File: config.mk
export PLATFORM = sky130hd
export DESIGN_NAME = plf_report
export DESIGN_NICKNAME = d
export VERILOG_FILES = /design/src/pkg/plf_pkg.sv /design/src/rtl/plf_duty_cmp.sv /design/src/rtl/plf_irq.sv /design/src/rtl/plf_report.sv
export SDC_FILE = /design/constraint.sdc
export NUM_CORES = 1
export LEC_CHECK = 0
export BUFFER_PORTS_ARGS = -buffer_cell sky130_fd_sc_hd__buf_2
export CORE_ASPECT_RATIO = 0.6
export CORE_MARGIN = 2
export CORE_UTILIZATION = 52
export CTS_CLUSTER_SIZE = 14
export DETAILED_ROUTE_END_ITERATION = 8
export GPL_ROUTABILITY_DRIVEN = 0
export PLACE_DENSITY = 0.87
export SYNTH_ARGS = -nofsm -noshare
export SYNTH_HDL_FRONTEND = slang
export SYNTH_SLANG_ARGS = --single-unit
File: constraint.sdc
create_clock -name i_mclk -period 15.9 [get_ports i_mclk]
set_input_delay 1.59 -clock i_mclk [delete_from_list [all_inputs] [get_ports i_mclk]]
set_output_delay 1.59 -clock i_mclk [all_outputs]
set_load 0.05 [all_outputs]
File: src/pkg/plf_pkg.sv
// Constants for the PWM loopback fault report block
// Functional notes
// - Twelve duty-fault flags, one per channel: 0 means the channel passed, 1 means it failed.
// - The duty-fault summary bit in fault_type_low is set while any channel flag is 1.
// - The fault_report_n pin is pulled low while the summary bit and its mask bit are both set.
// - Host writes never clear the channel flags; only a later verification run clears them.
// - The summary bit clears by itself once every channel flag is back at 0.
// - Measured duty of the selected channel: bits 9:2 in the high byte, bits 1:0 in the low byte.
// - An 8-bit read-only identification register always returns a fixed code.
// - Writes to the identification register are ignored and change nothing.
// - A channel is flagged when measured duty differs from programmed duty by more than tolerance.
// - A 4-bit channel select picks channel 1 to 12 with values 0 to 11, one channel at a time.
package plf_pkg;

  // Register indices; byte address is four times the index
  localparam logic [7:0] IDX_FAULT_TYPE_LOW = 8'h94;
  localparam logic [7:0] IDX_FAULT_MASK_LOW = 8'h96;
  localparam logic [7:0] IDX_VERIFY_CTRL = 8'hc1;
  localparam logic [7:0] IDX_VERIFY_CFG = 8'hc2;
  localparam logic [7:0] IDX_DUTY_FAULT_LOW = 8'hc3;
  localparam logic [7:0] IDX_DUTY_FAULT_HIGH = 8'hc4;
  localparam logic [7:0] IDX_MEASURED_DUTY_HIGH = 8'hc5;
  localparam logic [7:0] IDX_MEASURED_DUTY_LOW = 8'hc6;
  localparam logic [7:0] IDX_CHIP_IDENTITY_CODE = 8'hc7;
  localparam logic [7:0] IDX_IRQ_STATUS = 8'hd0;
  localparam logic [7:0] IDX_IRQ_MASK = 8'hd1;

  // Field positions
  localparam int LOOP_FAULT_SUMMARY_BIT = 0;
  localparam int LOOP_FAULT_REPORT_MASK_BIT = 0;
  localparam int CHANNEL_SELECT_LSB = 4;
  localparam int IRQ_NEW_FAULT_BIT = 0;
  localparam int IRQ_RESULT_BIT = 1;
  localparam int IRQ_WIDTH = 2;

  // Reset values
  localparam logic [6:0] TOLERANCE_RST = 7'h02;
  localparam logic [3:0] CHANNEL_SELECT_RST = 4'h0;
  localparam logic MASK_RST = 1'b1;
  localparam logic [9:0] MEASURED_DUTY_RST = 10'h000;

  // Identity code; value is arbitrary
  localparam logic [7:0] CHIP_IDENTITY_VALUE = 8'h5c;

endpackage

File: src/rtl/plf_duty_cmp.sv
// Deviation comparator between measured and programmed duty
`timescale 1ns/1ns
`default_nettype none
module plf_duty_cmp #(
  parameter int DW = 10,
  parameter int TW = 7
) (
  // Operands
  input wire logic [DW-1:0] i_measured,
  input wire logic [DW-1:0] i_programmed,
  input wire logic [TW-1:0] i_tolerance,
  // Result
  output logic o_exceeds
);

  logic [DW-1:0] diff;

  always_comb
  begin
    if (i_measured >= i_programmed)
    begin
      diff = i_measured - i_programmed;
    end
    else
    begin
      diff = i_programmed - i_measured;
    end
    o_exceeds = ({1'b0, diff} > {{(DW + 1 - TW){1'b0}}, i_tolerance});
  end

endmodule // plf_duty_cmp
`default_nettype wire

File: src/rtl/plf_irq.sv
// Sticky interrupt status with write-one-to-clear and mask
`timescale 1ns/1ns
`default_nettype none
module plf_irq #(
  parameter int W = 2
) (
  // Clock and reset
  input wire logic i_mclk,
  input wire logic i_sys_rst,
  // Events and software access
  input wire logic [W-1:0] i_set,
  input wire logic [W-1:0] i_clr,
  input wire logic i_mask_wr,
  input wire logic [W-1:0] i_mask_wdata,
  // State
  output logic [W-1:0] o_status,
  output logic [W-1:0] o_mask,
  output logic o_irq
);

  logic [W-1:0] status_r;
  logic [W-1:0] mask_r;

  // Set wins over a clear in the same cycle
  always_ff @(posedge i_mclk)
  begin
    if (i_sys_rst)
    begin
      status_r <= '0;
    end
    else
    begin
      status_r <= (status_r & ~i_clr) | i_set;
    end
  end

  always_ff @(posedge i_mclk)
  begin
    if (i_sys_rst)
    begin
      mask_r <= '0;
    end
    else if (i_mask_wr)
    begin
      mask_r <= i_mask_wdata;
    end
  end

  assign o_status = status_r;
  assign o_mask = mask_r;
  assign o_irq = |(status_r & mask_r);

endmodule // plf_irq
`default_nettype wire

File: src/rtl/plf_report.sv
// PWM loopback fault report: flags, summary pin, measured duty, identity, APB slave
`timescale 1ns/1ns
`default_nettype none
module plf_report #(
  parameter int NCH = 12,
  parameter int DW = 10,
  parameter int TW = 7
) (
  // Clock and reset
  input wire logic i_mclk,
  input wire logic i_sys_rst,
  // APB slave
  input wire logic i_psel,
  input wire logic i_penable,
  input wire logic i_pwrite,
  input wire logic [11:0] i_paddr,
  input wire logic [31:0] i_pwdata,
  input wire logic [3:0] i_pstrb,
  output logic [31:0] o_prdata,
  output logic o_pready,
  output logic o_pslverr,
  // Results from the measurement engine
  input wire logic i_meas_valid,
  input wire logic [3:0] i_meas_chan,
  input wire logic [DW-1:0] i_meas_duty,
  input wire logic [NCH*DW-1:0] i_prog_duty,
  // Settings towards the measurement engine
  output logic [3:0] o_verify_channel_select,
  output logic [TW-1:0] o_tolerance,
  // Open-drain fault pin
  output logic o_fault_report_n,
  output logic o_fault_report_oe,
  // Interrupt
  output logic o_irq
);

  ////////////////////////////////////////////////////////////////////////////
  // Declarations

  logic [NCH-1:0] duty_fault_r;
  logic [NCH-1:0] fault_set;
  logic [3:0] chan_sel_r;
  logic [TW-1:0] tolerance_r;
  logic fault_mask_r;
  logic [DW-1:0] measured_duty_r;
  logic loop_fault_summary;
  logic [DW-1:0] prog_sel;
  logic exceeds;
  logic chan_valid;
  logic [31:0] prdata_r;
  logic pslverr_r;
  logic [7:0] idx;
  logic addr_ok;
  logic setup;
  logic access_wr;
  logic lane0_wr;
  logic hit_known;
  logic [31:0] rdata_nxt;
  logic [plf_pkg::IRQ_WIDTH-1:0] irq_status;
  logic [plf_pkg::IRQ_WIDTH-1:0] irq_mask;
  logic [plf_pkg::IRQ_WIDTH-1:0] irq_set;
  logic [plf_pkg::IRQ_WIDTH-1:0] irq_clr;
  logic irq_mask_wr;

  ////////////////////////////////////////////////////////////////////////////
  // Bus decode

  assign idx = i_paddr[9:2];
  assign addr_ok = (i_paddr[11:10] == 2'h0) && (i_paddr[1:0] == 2'h0);
  assign setup = i_psel && !i_penable;
  assign access_wr = i_psel && i_penable && i_pwrite && addr_ok;
  assign lane0_wr = access_wr && i_pstrb[0];

  always_comb
  begin
    unique case (idx)
      plf_pkg::IDX_FAULT_TYPE_LOW,
      plf_pkg::IDX_FAULT_MASK_LOW,
      plf_pkg::IDX_VERIFY_CTRL,
      plf_pkg::IDX_VERIFY_CFG,
      plf_pkg::IDX_DUTY_FAULT_LOW,
      plf_pkg::IDX_DUTY_FAULT_HIGH,
      plf_pkg::IDX_MEASURED_DUTY_HIGH,
      plf_pkg::IDX_MEASURED_DUTY_LOW,
      plf_pkg::IDX_CHIP_IDENTITY_CODE,
      plf_pkg::IDX_IRQ_STATUS,
      plf_pkg::IDX_IRQ_MASK:
      begin
        hit_known = addr_ok;
      end
      default:
      begin
        hit_known = 1'b0;
      end
    endcase
  end

  ////////////////////////////////////////////////////////////////////////////
  // Control registers

  // Channel select; codes 12 to 15 select nothing
  always_ff @(posedge i_mclk)
  begin
    if (i_sys_rst)
    begin
      chan_sel_r <= plf_pkg::CHANNEL_SELECT_RST;
    end
    else if (lane0_wr && idx == plf_pkg::IDX_VERIFY_CTRL)
    begin
      chan_sel_r <= i_pwdata[plf_pkg::CHANNEL_SELECT_LSB +: 4];
    end
  end

  always_ff @(posedge i_mclk)
  begin
    if (i_sys_rst)
    begin
      tolerance_r <= plf_pkg::TOLERANCE_RST;
    end
    else if (lane0_wr && idx == plf_pkg::IDX_VERIFY_CFG)
    begin
      tolerance_r <= i_pwdata[TW-1:0];
    end
  end

  always_ff @(posedge i_mclk)
  begin
    if (i_sys_rst)
    begin
      fault_mask_r <= plf_pkg::MASK_RST;
    end
    else if (lane0_wr && idx == plf_pkg::IDX_FAULT_MASK_LOW)
    begin
      fault_mask_r <= i_pwdata[plf_pkg::LOOP_FAULT_REPORT_MASK_BIT];
    end
  end

  assign o_verify_channel_select = chan_sel_r;
  assign o_tolerance = tolerance_r;

  ////////////////////////////////////////////////////////////////////////////
  // Verification result

  assign chan_valid = (i_meas_chan < 4'(NCH));

  always_comb
  begin
    prog_sel = '0;
    for (int c = 0; c < NCH; c++)
    begin
      if (i_meas_chan == 4'(c))
      begin
        prog_sel = i_prog_duty[c*DW +: DW];
      end
    end
  end

  plf_duty_cmp #(
    .DW(DW),
    .TW(TW)
  ) u_cmp (
    .i_measured(i_meas_duty),
    .i_programmed(prog_sel),
    .i_tolerance(tolerance_r),
    .o_exceeds(exceeds)
  );

  // One flag per channel, changed only by a verification result
  genvar g;
  generate
    for (g = 0; g < NCH; g++)
    begin : g_flag
      always_ff @(posedge i_mclk)
      begin
        if (i_sys_rst)
        begin
          duty_fault_r[g] <= 1'b0;
        end
        else if (i_meas_valid && chan_valid && i_meas_chan == 4'(g))
        begin
          duty_fault_r[g] <= exceeds;
        end
      end
      assign fault_set[g] = i_meas_valid && chan_valid && i_meas_chan == 4'(g)
                            && exceeds && !duty_fault_r[g];
    end
  endgenerate

  // Summary follows the flags, so it clears by itself
  assign loop_fault_summary = |duty_fault_r;

  // Open-drain pin: pulled low only while the summary is reported
  assign o_fault_report_oe = loop_fault_summary && fault_mask_r;
  assign o_fault_report_n = 1'b0;

  // Duty of the selected channel, as last measured
  always_ff @(posedge i_mclk)
  begin
    if (i_sys_rst)
    begin
      measured_duty_r <= plf_pkg::MEASURED_DUTY_RST;
    end
    else if (i_meas_valid && chan_valid && i_meas_chan == chan_sel_r)
    begin
      measured_duty_r <= i_meas_duty;
    end
  end

  ////////////////////////////////////////////////////////////////////////////
  // Interrupts

  assign irq_set[plf_pkg::IRQ_NEW_FAULT_BIT] = |fault_set;
  assign irq_set[plf_pkg::IRQ_RESULT_BIT] = i_meas_valid && chan_valid;
  assign irq_clr = (lane0_wr && idx == plf_pkg::IDX_IRQ_STATUS) ?
                   i_pwdata[plf_pkg::IRQ_WIDTH-1:0] : '0;
  assign irq_mask_wr = lane0_wr && idx == plf_pkg::IDX_IRQ_MASK;

  plf_irq #(
    .W(plf_pkg::IRQ_WIDTH)
  ) u_irq (
    .i_mclk(i_mclk),
    .i_sys_rst(i_sys_rst),
    .i_set(irq_set),
    .i_clr(irq_clr),
    .i_mask_wr(irq_mask_wr),
    .i_mask_wdata(i_pwdata[plf_pkg::IRQ_WIDTH-1:0]),
    .o_status(irq_status),
    .o_mask(irq_mask),
    .o_irq(o_irq)
  );

  ////////////////////////////////////////////////////////////////////////////
  // Read data

  // Read-only registers have no write path at all
  always_comb
  begin
    rdata_nxt = 32'h0000_0000;
    unique case (idx)
      plf_pkg::IDX_FAULT_TYPE_LOW:
      begin
        rdata_nxt[plf_pkg::LOOP_FAULT_SUMMARY_BIT] = loop_fault_summary;
      end
      plf_pkg::IDX_FAULT_MASK_LOW:
      begin
        rdata_nxt[plf_pkg::LOOP_FAULT_REPORT_MASK_BIT] = fault_mask_r;
      end
      plf_pkg::IDX_VERIFY_CTRL:
      begin
        rdata_nxt[plf_pkg::CHANNEL_SELECT_LSB +: 4] = chan_sel_r;
      end
      plf_pkg::IDX_VERIFY_CFG:
      begin
        rdata_nxt[TW-1:0] = tolerance_r;
      end
      plf_pkg::IDX_DUTY_FAULT_LOW:
      begin
        rdata_nxt[7:0] = duty_fault_r[7:0];
      end
      plf_pkg::IDX_DUTY_FAULT_HIGH:
      begin
        rdata_nxt[NCH-9:0] = duty_fault_r[NCH-1:8];
      end
      plf_pkg::IDX_MEASURED_DUTY_HIGH:
      begin
        rdata_nxt[7:0] = measured_duty_r[9:2];
      end
      plf_pkg::IDX_MEASURED_DUTY_LOW:
      begin
        rdata_nxt[1:0] = measured_duty_r[1:0];
      end
      plf_pkg::IDX_CHIP_IDENTITY_CODE:
      begin
        rdata_nxt[7:0] = plf_pkg::CHIP_IDENTITY_VALUE;
      end
      plf_pkg::IDX_IRQ_STATUS:
      begin
        rdata_nxt[plf_pkg::IRQ_WIDTH-1:0] = irq_status;
      end
      plf_pkg::IDX_IRQ_MASK:
      begin
        rdata_nxt[plf_pkg::IRQ_WIDTH-1:0] = irq_mask;
      end
      default:
      begin
        rdata_nxt = 32'h0000_0000;
      end
    endcase
    if (!addr_ok)
    begin
      rdata_nxt = 32'h0000_0000;
    end
  end

  // Captured in the setup cycle, presented through the access cycle
  always_ff @(posedge i_mclk)
  begin
    if (i_sys_rst)
    begin
      prdata_r <= 32'h0000_0000;
    end
    else if (setup)
    begin
      prdata_r <= i_pwrite ? 32'h0000_0000 : rdata_nxt;
    end
  end

  always_ff @(posedge i_mclk)
  begin
    if (i_sys_rst)
    begin
      pslverr_r <= 1'b0;
    end
    else if (setup)
    begin
      pslverr_r <= !hit_known;
    end
  end

  assign o_prdata = prdata_r;
  assign o_pslverr = pslverr_r && i_psel && i_penable;
  assign o_pready = 1'b1;

endmodule // plf_report
`default_nettype wire

## After elaboration in Yosys (flattened, before gate mapping)

Cells that the tools add are included.

- Bitwise logic cells: 4
- $add $sub $neg: 2
- Div/mod/pow operators: 0
- $lt $le $gt $ge: 3
- Multiply operators: 0
- Muxes and demuxes: 22
- Equality and inequality tests: 23
- Reductions and logical operators: 73
- Shifts and indexed selects: 0

Operators with widths:

| cell | number |
|---|---|
| $mux W10 | 13 |
| $eq A8 B8 Y1 const B | 11 |
| $logic_and A1 B1 Y1 | 52 |
| $mux W32 | 1 |
| $reduce_or A12 Y1 | 2 |
| $sub A10 B10 Y10 | 2 |
| $eq A4 B3 Y1 const B | 4 |
| $eq A4 B4 Y1 const B | 4 |
| $pmux W3 S5 | 1 |
| $logic_not A1 Y1 | 14 |
| $reduce_or A11 Y1 | 1 |
| $ge A10 B10 Y1 | 1 |
| $gt A10 B7 Y1 | 1 |
| $pmux W2 S5 | 1 |
| $pmux W1 S9 | 1 |
| $eq A4 B2 Y1 const B | 2 |
| $mux W8 | 1 |
| $pmux W1 S7 | 1 |
| $and A2 B2 Y2 | 2 |
| $eq A4 B1 Y1 const B | 1 |
| $eq A4 B4 Y1 | 1 |
| $logic_not A2 Y1 | 2 |
| $logic_not A4 Y1 | 1 |
| $lt A4 B4 Y1 const B | 1 |
| 6 further kinds | 6 |

- Register bits after elaboration: 71
- Output and inout bits: 48
- Bits of input ports: 188
- Latch bits: 0
- Memories kept: 0
- Logic and storage cells: 147
- RAM bits: 0
- ROM bits: 0

## Longest topological paths before layout

Gate-level depths: netlist of run 1.

- Depth in word-level cells: 20
- Depth in mapped cells: 28
- Gate-level depth less buffers: 23

## By module

Synthesis of run 1 repeated with hierarchy kept, for this count alone.

- Cells, all modules: 636
- Area, all modules: 5,062.4 um2

By module, submodules not included:

| module | instances | cells an instance | area each (um2) | sequential area each (um2) |
|---|---|---|---|---|
| plf_report | 1 | 460 | 3,711.1 | 860.8 |
| plf_duty_cmp | 1 | 161 | 1,204.9 | 0.0 |
| plf_irq | 1 | 15 | 146.4 | 80.1 |

## Worst setup path after synthesis of run 1

OpenSTA, ideal clock, no wires.

- Path kind: input to register
- Start point: in i_meas_chan[1]
- End point: reg duty_fault_r[5]
- Buffers on the path: 4
- Cell stages on the path: 26
- Arrival time: 6.190 ns
- Data required time: 15.767 ns
- Slack: 9.577 ns
- Setup time: 0.133 ns
- Path through: clkbuf_1 buf_2 nand2_1 nor2_1 a22o_1 a31o_2 ha_1 inv_1 fa_1 a21oi_4 o211ai_2 a21oi_4 buf_2 nand2_1 o31a_1 a221oi_1 xnor2_1 ha_1 o21a_1 o31ai_1 a21oi_1 o31ai_1 o2111ai_1 a211oi_2 buf_6 a211oi_2

- Cells in the longest elaborated chain, start to end: 16
- Elaborated cells between the ends (all ways): 32
- Those cells by class: add/sub: 2; order compare: 3; eq/ne: 11; mux: 13; reduce/logical: 3

Ends and longest elaborated chain:

| element | RTL line | source |
|---|---|---|
| start, declared | plf_report.sv:24 | `input wire logic [3:0] i_meas_chan,` |
| $logic_not A4 Y1 | plf_report.sv:151 | `if (i_meas_chan == 4'(c))` |
| $mux W10 (12 in series) | plf_report.sv:151 |  |
| $sub A10 B10 Y10, or another cell as far along | plf_duty_cmp.sv:26 | `diff = i_programmed - i_measured;` |
| $mux W10 | plf_duty_cmp.sv:20 | `if (i_measured >= i_programmed)` |
| $gt A10 B7 Y1 | plf_duty_cmp.sv:28 | `o_exceeds = ({1'b0, diff} > {{(DW + 1 - TW){1'b0}}, i_tolerance});` |
| end signal, assigned by index | plf_report.sv:181 | `duty_fault_r[g] <= exceeds;` |
| end, declared | plf_report.sv:40 | `logic [NCH-1:0] duty_fault_r;` |

Parallel ways exist; a longest one is shown, timed or not.
A chain may end at the register's enable or synchronous reset.

## Worst setup path in the final report of run 1

- Start point: in i_meas_chan[0]
- End point: reg duty_fault_r[4]

The elaborated chain is that of the path after synthesis.

==> flow_summary.toml, run 1 <==
[status]
status = "complete, no violations"

[grt]
grt_overflow = 0
grt_max_degree = 48
antenna_found_initial = 0
grt_pass1_wl_um = 25900
grt_usage_pct = 31.9
grt_pass1_vias = 5130

[power_and_ir_drop]
power.switching_mw = 0.169
switching_share_pct = 40.0
combPwrFrac_pct = 46.8
power.share.sequential_pct = 28.7
total_leakage_power_nw = 2.67
power.share.clock_pct = 24.4
power_density_mw_per_mm2 = 72.6
ir_drop_mv = 0.0400
p_int_mw = 0.253

[critical_path]
start_kind = "input pin"
crit_buf_inv = 2
crit_arrival_ns = 8.24
crit_path_max_fanout = 38
r2r-start = "o_tolerance[1]$_SDFFE_PP1P_"
slowest_stage = "a211oi_2"
crit_type = "in -> reg"
cp_top_family = "compound AO/OA/AOI/OAI gates"
cp.required_ns = 16.02
endpoint_kind = "flip-flop"
startpoint = "i_meas_chan[0]"
critPathMaxStageDelay_ns = 0.90
critical_path.cell_chain = "buf_2 > mux4_2 > mux2i_1 > nor2_1 > a41oi_1 > a21oi_1 > a41oi_1 > inv_1 > ha_1 > nand4_1 > o211ai_2 > a21oi_4 > nand2_1 > o31a_1 > a221oi_1 > xnor2_1 > ha_1 > o21a_1 > o31ai_1 > a21oi_1 > o31ai_1 > o2111ai_1 > a211oi_2 > a221oi_1"

[detailed_routing]
drcViolationCount = 0
vias_per_cell = 6.23
wl_met2_um = 7600
met1_length_um = 6820
wl_per_cell_um = 18.5
wl_met3_um = 2120
num_vias = 5679
dr.first_iter.drc_count = 905
drt_pass1_iterations = 8
routed_wirelength_um = 16800
dr.max_layer_used = "met4"
drtAntennaViolNets = 0

[placed_design]
place_inst = 904
hpwl_um = 13200
portBuffers = 182
place_ws_ns = 7.63

[sta]
min_period_ns = 8.12
worst_slack_ns = 7.78
drv_slew = 0
worstMarginPinSlew_ns = 1.08
finalHoldViolCount = 0
rsz0062_at_grt = "false"
slew_headroom_pct = 28.0
clock_skew_ns = 0.00468
layout_worst_path_cycle_share_pct = 51.1
fin_tns_setup_ns = 0
finalSetupViolations = 0
fmax_ghz = 0.123

[synth]
synth_ff_type = "dfxtp_1"
synthSimpleGateAreaFrac_pct = 19.2
synth_edf_count = 0
synth_adder_area_share_pct = 7.71
synth_area_per_cell_um2 = 7.73
yosysWarnings = 0
synth_seq_area_share_pct = 19.2
synth_xor_xnor_area_share_pct = 1.61
async_flop_share_pct = 0
synth-compound-area-share_pct = 27.8
synthTopCellsByArea = "dfxtp_1, mux2i_1, ha_1"
synth_top_area_share_pct = 19.2
ys_types = 70
synth_area_mm2 = 0.00490
synthMostInstantiatedCell = "nor2_1"
synth_top_area_cell = "dfxtp_1"
yosys-top-cells-count = "nor2_1, nand2_1, dfxtp_1"
synth_top_family_by_area = "compound AO/OA/AOI/OAI gates"
synth-seq-cells = 47
syn-instance-count = 634
post_synth_mux_area_share_pct = 13.6

[final_layout]
final_cells = 912
drive_gt1_share_pct = 28.5
fillCellCount = 777
fin_nets = 998
area_growth_syn_to_layout_pct = 18.7
diodes = 0

[job]
cap_violations = 0

[cts]
cts_num_sinks = 47
tritoncts = "done"
cts_made_buffers = 5
post_cts_buffers = 0
h-tree-depth = 2
hold_buffers = 0
clockBufferDepth = 2
path_clk_slew_ns = 0.06
ctsRootBufferMaster = "clkbuf_16"
cts.repair.resized = 0
insertion_delay_ns = 0.29

[floorplanning]
pin_count = 236
die_area_mm2 = 0.0102
die_w_um = 129
dieHeight_um = 79.2
core-area_mm2 = 0.00916
start_util_pct = 53.5
rows = 27

[hold_path]
min_path_type = "reg -> reg"
min_from = "o_prdata[0]$_SDFFE_PP0P_"
==> registers in the layout (all words and copies together) (netlist names) <==
| register | count |
|---|---|
| u_irq.o_status | 2 |
| duty_fault_r | 12 |
| pslverr_r | 1 |
| o_prdata | 8 |
| fault_mask_r | 1 |
| u_irq.o_mask | 2 |
| measured_duty_r | 10 |
| o_tolerance | 7 |
| o_verify_channel_select | 4 |
==> power by group through the flow <==
| stage | Clock, mW | Combinational (mW) | Sequential (mW) |
|---|---|---|---|
| global placement | 0 | 0.181 | 0.124 |
| global route | 0.108 | 0.213 | 0.121 |
| finish | 0.103 | 0.198 | 0.121 |
| detailed placement | 0 | 0.191 | 0.124 |
| CTS | 0.103 | 0.193 | 0.121 |
| floorplan | 0 | 0.147 | 0.123 |
==> kinds of logic (layout without fill, tap and decap cells) <==
group | Yosys count | after routing
other | 2 | 26
AND/OR/NAND/NOR | 200 | 200
AO/OA/AOI/OAI | 192 | 192
buffers and inverters | 103 | 227
flip-flops | 47 | 47
adder cells (fa/ha/maj) | 29 | 29
multiplexers | 52 | 52
XOR/XNOR | 9 | 9
==> layout by cell type, fill, tap and decap left out, types with 4 or more instances in the layout <==
master / netlist / layout
a211oi_1: 6 / 6
a21oi_1: 43 / 43
a221oi_1: 9 / 9
a222oi_1: 6 / 6
a22o_1: 13 / 13
a22oi_1: 15 / 15
a31oi_1: 10 / 10
and2_1: 4 / 4
and3_1: 4 / 4
buf_2: 6 / 182
clkbuf_16: 0 / 5
conb_1: 2 / 26
dfxtp_1: 47 / 47
ha_1: 27 / 27
inv_1: 36 / 36
mux2_2: 6 / 6
mux2i_1: 35 / 35
mux4_2: 11 / 11
nand2_1: 49 / 49
nand2b_1: 8 / 8
nand3_1: 12 / 12
nand4_1: 6 / 6
nor2_1: 71 / 71
nor2b_1: 11 / 11
nor3_1: 14 / 14
nor4_1: 5 / 5
o211a_1: 4 / 4
o21ai_0: 29 / 29
o21bai_1: 10 / 10
o22ai_1: 8 / 8
xnor2_1: 6 / 6
==> routing by layer <==
metal	global-route usage, %	vias up
met4	6.85	0
li1	-	2573
met1	44.6	2633
met2	50.6	438
met5	0	-
met3	6.87	35
==> stage by stage <==
stage                     power, mW  cell area, um2  hold WS (ns)  utilization, %
final                         0.422            5820         0.457            63.6
after global routing          0.442            5820         0.482            63.6
after CTS                     0.417            5820         0.457            63.6
after detailed placement      0.315            5680         0.449            62.1
after global placement        0.305            5680         0.445            62.1
after floorplan               0.270            4990         0.429               -
==> path summary, 6_finish.rpt <==
| path | depth (start not counted) | slack [ns] | endpoint |
|---|---|---|---|
| hold reg to reg | 2 | 0.46 | o_prdata[0]$_SDFFE_PP0P_ |
| setup reg to reg | 9 | 12.73 | duty_fault_r[4]$_SDFFE_PP0P_ |
| hold / removal | 2 | 0.46 | o_prdata[0]$_SDFFE_PP0P_ |
| setup / recovery | 24 | 7.78 | duty_fault_r[4]$_SDFFE_PP0P_ |
==> cell type report <==
class	count	area, um2	share of cell area (%)
clock buffers	7	133	2.28
repair buffers	183	918	15.8
clock inverters	1	5.00	0.0860
well taps	130	163	2.79
inverters	36	135	2.32
multi-input cells	508	3530	60.6
flip-flops and latches	47	941	16.2
==> worst reg2reg max path: stages (launching register included) <==
cell and delay, ns:
dfxtp_1 0.36, inv_1 0.11, ha_1 0.33, nor2b_1 0.14
o31ai_1 0.25, a21oi_1 0.13, o31ai_1 0.37, o2111ai_1 0.23
a211oi_2 0.90, a221oi_1 0.19
No activity file was read; power rests on OpenSTA's default activity.
==> run 2, diff against run 1 <==
- CORE_UTILIZATION: 52 -> 43
- PLACE_DENSITY: 0.87 -> 0.76
- clock period: 15.9 -> 7.3 ns (I/O delays scaled with it)
==> flow_summary.toml, run 2 (synthesized netlist as in run 1, its figures left out) <==
[status]
status = "complete, no violations"

[critical_path]
endpoint_kind = "flip-flop"
critPathMaxStageDelay_ns = 0.55
start_kind = "input pin"
slowest_stage = "a41oi_1"
crit_type = "in -> reg"
crit_arrival_ns = 6.42
cp.required_ns = 7.43
crit_path_max_fanout = 24
cp_top_family = "compound AO/OA/AOI/OAI gates"
crit_buf_inv = 3

[sta]
min_period_ns = 6.30
worstMarginPinSlew_ns = 1.10
clock_skew_ns = 0.00468
fin_tns_setup_ns = 0
fin_hold_ws_ns = 0.454
finalHoldViolCount = 0
fmax_ghz = 0.159
layout_worst_path_cycle_share_pct = 86.2
slew_headroom_pct = 26.4
drv_slew = 0
rsz0062_at_grt = "false"
finalSetupViolations = 0

[floorplanning]
core-area_mm2 = 0.0112
die_area_mm2 = 0.0123
start_util_pct = 43.7
dieHeight_um = 86.7
rows = 30
die_w_um = 142
pin_count = 236

[final_layout]
fillCellCount = 1091
regMostFlops = "duty_fault_r"
drive_gt1_share_pct = 29.1
layout_commonest_cell = "buf_2"
fin_nets = 1003
layout_common_cells = "buf_2, nor2_1, nand2_1"
diodes = 0
area_growth_syn_to_layout_pct = 20.4
largest_register_ffs = 12

[placed_design]
hpwl_um = 13000
portBuffers = 182

[cts]
path_clk_slew_ns = 0.06
hold_buffers = 0
tritoncts = "done"
cts_made_buffers = 5
clockBufferDepth = 2
insertion_delay_ns = 0.29
post_cts_buffers = 0
cts_num_sinks = 47
ctsRootBufferMaster = "clkbuf_16"
cts.repair.resized = 0
h-tree-depth = 2

[detailed_routing]
wl_met3_um = 1670
drcViolationCount = 0
routed_wirelength_um = 16400
vias_per_cell = 5.82
dr.max_layer_used = "met4"
drtAntennaViolNets = 0
wl_met2_um = 6940
num_vias = 5409
drt_pass1_iterations = 5
wl_per_cell_um = 17.6
dr.first_iter.drc_count = 520
met1_length_um = 7640

[grt]
grt_usage_pct = 26.0
antenna_found_initial = 0
grt_max_degree = 48
grt_pass1_wl_um = 25100
grt_pass1_vias = 4739
grt_overflow = 0

[hold_path]
min_path_type = "reg -> reg"

[job]
cap_violations = 0

[power_and_ir_drop]
ir_drop_mv = 0.104
power_density_mw_per_mm2 = 160
total_leakage_power_nw = 2.70
==> run 2: changes by cell type in the layout (fill, tap and decap cells not counted) <==
cell,delta
buf_4,+5
bufinv_16,+1
clkinv_2,-1
clkbuf_1,-2
clkinvlp_4,+1
==> run 2: per-layer routing <==
layer / vias up / track usage [%]
li1: 2586 / -
met1: 2549 / 39.3
met2: 260 / 37.7
met3: 14 / 6.02
met4: 0 / 4.73
met5: - / 0
==> run 2: final timing paths <==
check	start	slack, ns	cells after the start	endpoint
worst max-delay path	i_meas_chan[1]	1.00	25	duty_fault_r[4]$_SDFFE_PP0P_
worst min-delay path	o_prdata[0]$_SDFFE_PP0P_	0.45	2	o_prdata[0]$_SDFFE_PP0P_
worst max register to register	o_tolerance[1]$_SDFFE_PP1P_	4.72	10	duty_fault_r[4]$_SDFFE_PP0P_
worst min register to register	o_prdata[0]$_SDFFE_PP0P_	0.45	2	o_prdata[0]$_SDFFE_PP0P_
==> run 2: through the flow <==
step | cell area [um2] | setup WS [ns] | util (%) | power [mW] | cells
5_1_grt | 5900 | 0.499 | 52.6 | 0.999 | 930
6_report | 5900 | 1.00 | 52.6 | 0.945 | 930
4_1_cts | 5900 | 1.12 | 52.6 | 0.939 | 930
3_3_place_gp | 5740 | 0.915 | 51.1 | 0.680 | 923
3_5_place_dp | 5740 | 0.849 | 51.1 | 0.685 | 923
2_1_floorplan | 4990 | 1.84 | - | 0.588 | 658
==> run 2: final cells by class <==
class,count,area (um2),area share [%]
Multi-Input combinational cell,508,3530,59.8
Timing Repair Buffer,188,956,16.2
Sequential cell,47,941,15.9
Tap cell,144,180,3.05
Inverter,36,135,2.29
Clock buffer,5,125,2.12
Clock inverter,2,37.5,0.636
==> run 2: tightest hold or removal path, cell delays in order, from the launching register on <==
cell     delay, ns
dfxtp_1       0.31
nand2_1       0.05
a21oi_1       0.05
==> run 2: where the power goes <==
group / switching, mW / total, mW / internal (mW)
Sequential: 0.00400 / 0.264 / 0.260
Combinational: 0.257 / 0.424 / 0.167
Clock: 0.0966 / 0.256 / 0.160
Total: 0.358 / 0.945 / 0.587
==> run 3, diff against run 2 <==
- CORE_ASPECT_RATIO: 0.6 -> 0.8
==> flow_summary.toml, run 3 (synthesized netlist as in run 1, its figures left out) <==
[final_layout]
fin_nets = 1006
area_growth_syn_to_layout_pct = 20.5
drive_gt1_share_pct = 29.5
layout_commonest_cell = "buf_2"
fillCellCount = 1077
largest_register_ffs = 12
final_cells = 934
regMostFlops = "duty_fault_r"
diodes = 0
layout_common_cells = "buf_2, nor2_1, nand2_1"

[floorplanning]
pin_count = 236
die_w_um = 123
dieHeight_um = 99.5
rows = 34
start_util_pct = 44.7
die_area_mm2 = 0.0123
core-area_mm2 = 0.0110

[sta]
min_period_ns = 6.24
drv_slew = 0
fin_hold_ws_ns = 0.455
worst_slack_ns = 1.06
layout_worst_path_cycle_share_pct = 85.5
finalHoldViolCount = 0
slew_headroom_pct = 33.9
clock_skew_ns = 0.00668
fmax_ghz = 0.160
rsz0062_at_grt = "false"
fin_tns_setup_ns = 0
worstMarginPinSlew_ns = 0.989
finalSetupViolations = 0

[critical_path]
critical_path.cell_chain = "buf_2 > nand2b_1 > nor2_1 > a221oi_1 > nor2_1 > o22ai_1 > o21ai_0 > ha_1 > o21ai_1 > a21oi_2 > a21oi_4 > nand2_1 > o31a_1 > a221oi_1 > xnor2_1 > ha_1 > o21a_1 > o31ai_1 > a21oi_1 > o31ai_1 > o2111ai_1 > a211oi_2 > buf_4 > a221oi_1"
r2r_slack_ns = 4.65
start_kind = "input pin"
endpoint_kind = "flip-flop"
crit_arrival_ns = 6.37
slowest_stage = "buf_2"
crit_type = "in -> reg"
crit_top_cell = "a221oi_1"
crit_path_max_fanout = 32
cp.required_ns = 7.43
critPathMaxStageDelay_ns = 0.50
crit_buf_inv = 2
cp_top_family = "compound AO/OA/AOI/OAI gates"

[grt]
grt_pass1_wl_um = 24400
grt_usage_pct = 25.0
antenna_found_initial = 0
grt_overflow = 0
grt_max_degree = 48
grt_pass1_vias = 4787

[placed_design]
place_inst = 926
place_ws_ns = 0.941
portBuffers = 182
hpwl_um = 12600

[cts]
cts_made_buffers = 5
tritoncts = "done"
clockBufferDepth = 2
cts.repair.resized = 0
h-tree-depth = 2
post_cts_buffers = 0
ctsRootBufferMaster = "clkbuf_16"
insertion_delay_ns = 0.30
hold_buffers = 0
cts_num_sinks = 47
path_clk_slew_ns = 0.07

[detailed_routing]
drt_pass1_iterations = 6
drcViolationCount = 0
routed_wirelength_um = 15900
vias_per_cell = 5.79
dr.first_iter.drc_count = 448
drtAntennaViolNets = 0
num_vias = 5409
wl_per_cell_um = 17.1

[hold_path]
min_path_type = "reg -> reg"

[job]
cap_violations = 0

[status]
status = "complete, no violations"

[power_and_ir_drop]
power_density_mw_per_mm2 = 155
ir_drop_mv = 0.0853
total_leakage_power_nw = 2.71
-- run 3: changes by cell type in the layout (fill, tap and decap cells not counted), sizes merged --
cell / previous run / this run
buf: 188 / 191
bufinv: 1 / 0
clkinv: 0 / 1
clkinvlp: 1 / 2
-- run 3: metal layers --
layer  wire [um]  GRT usage [%]  part of all wire [%]
met5           0              0                     0
met4         336           5.94                   2.1
met3        1390           5.05                   8.7
met2        7010           38.3                    44
met1        7190           36.1                    45
-- run 3: area by class of cell --
type / instances / area (um2) / area share (%)
clock buffer: 5 / 125 / 2.12
clock inverter: 3 / 20.0 / 0.339
inverter: 36 / 135 / 2.29
multi-input combinational: 508 / 3530 / 59.7
sequential: 47 / 941 / 15.9
tap: 144 / 180 / 3.05
timing repair buffer: 191 / 978 / 16.6
-- run 3: worst reg2reg max path, stage by stage, from the launching register on --
cell and delay (ns):
dfxtp_1 0.38, inv_1 0.12, ha_1 0.32, nor2b_1 0.13
o31ai_1 0.18, a21oi_1 0.09, o31ai_1 0.47, o2111ai_1 0.22
a211oi_2 0.25, buf_4 0.24, a221oi_1 0.10
-- run 3: where the power goes --
| part | leakage, nW | internal (mW) | total [mW] | switching [mW] |
|---|---|---|---|---|
| clock | 0.0658 | 0.126 | 0.231 | 0.105 |
| combinational | 2.26 | 0.167 | 0.420 | 0.252 |
| sequential | 0.380 | 0.260 | 0.264 | 0.00419 |
| total | 2.71 | 0.554 | 0.915 | 0.361 |
-- run 3: path summary, 6_finish.rpt --
| path | start | endpoint | depth (start not counted) |
|---|---|---|---|
| setup reg to reg | o_tolerance[1]$_SDFFE_PP1P_ | duty_fault_r[4]$_SDFFE_PP0P_ | 10 |
| hold reg to reg | pslverr_r$_SDFFE_PP0P_ | pslverr_r$_SDFFE_PP0P_ | 2 |
| hold / removal | pslverr_r$_SDFFE_PP0P_ | pslverr_r$_SDFFE_PP0P_ | 2 |
| setup / recovery | i_meas_chan[1] | duty_fault_r[4]$_SDFFE_PP0P_ | 24 |
-- run 3: through the flow --
step / total power [mW] / area (um2) / util (%)
6_report: 0.915 / 5910 / 53.8
5_1_grt: 0.965 / 5910 / 53.8
3_3_place_gp: 0.679 / 5760 / 52.5
3_5_place_dp: 0.683 / 5760 / 52.5
4_1_cts: 0.908 / 5910 / 53.8
2_1_floorplan: 0.588 / 4990 / -
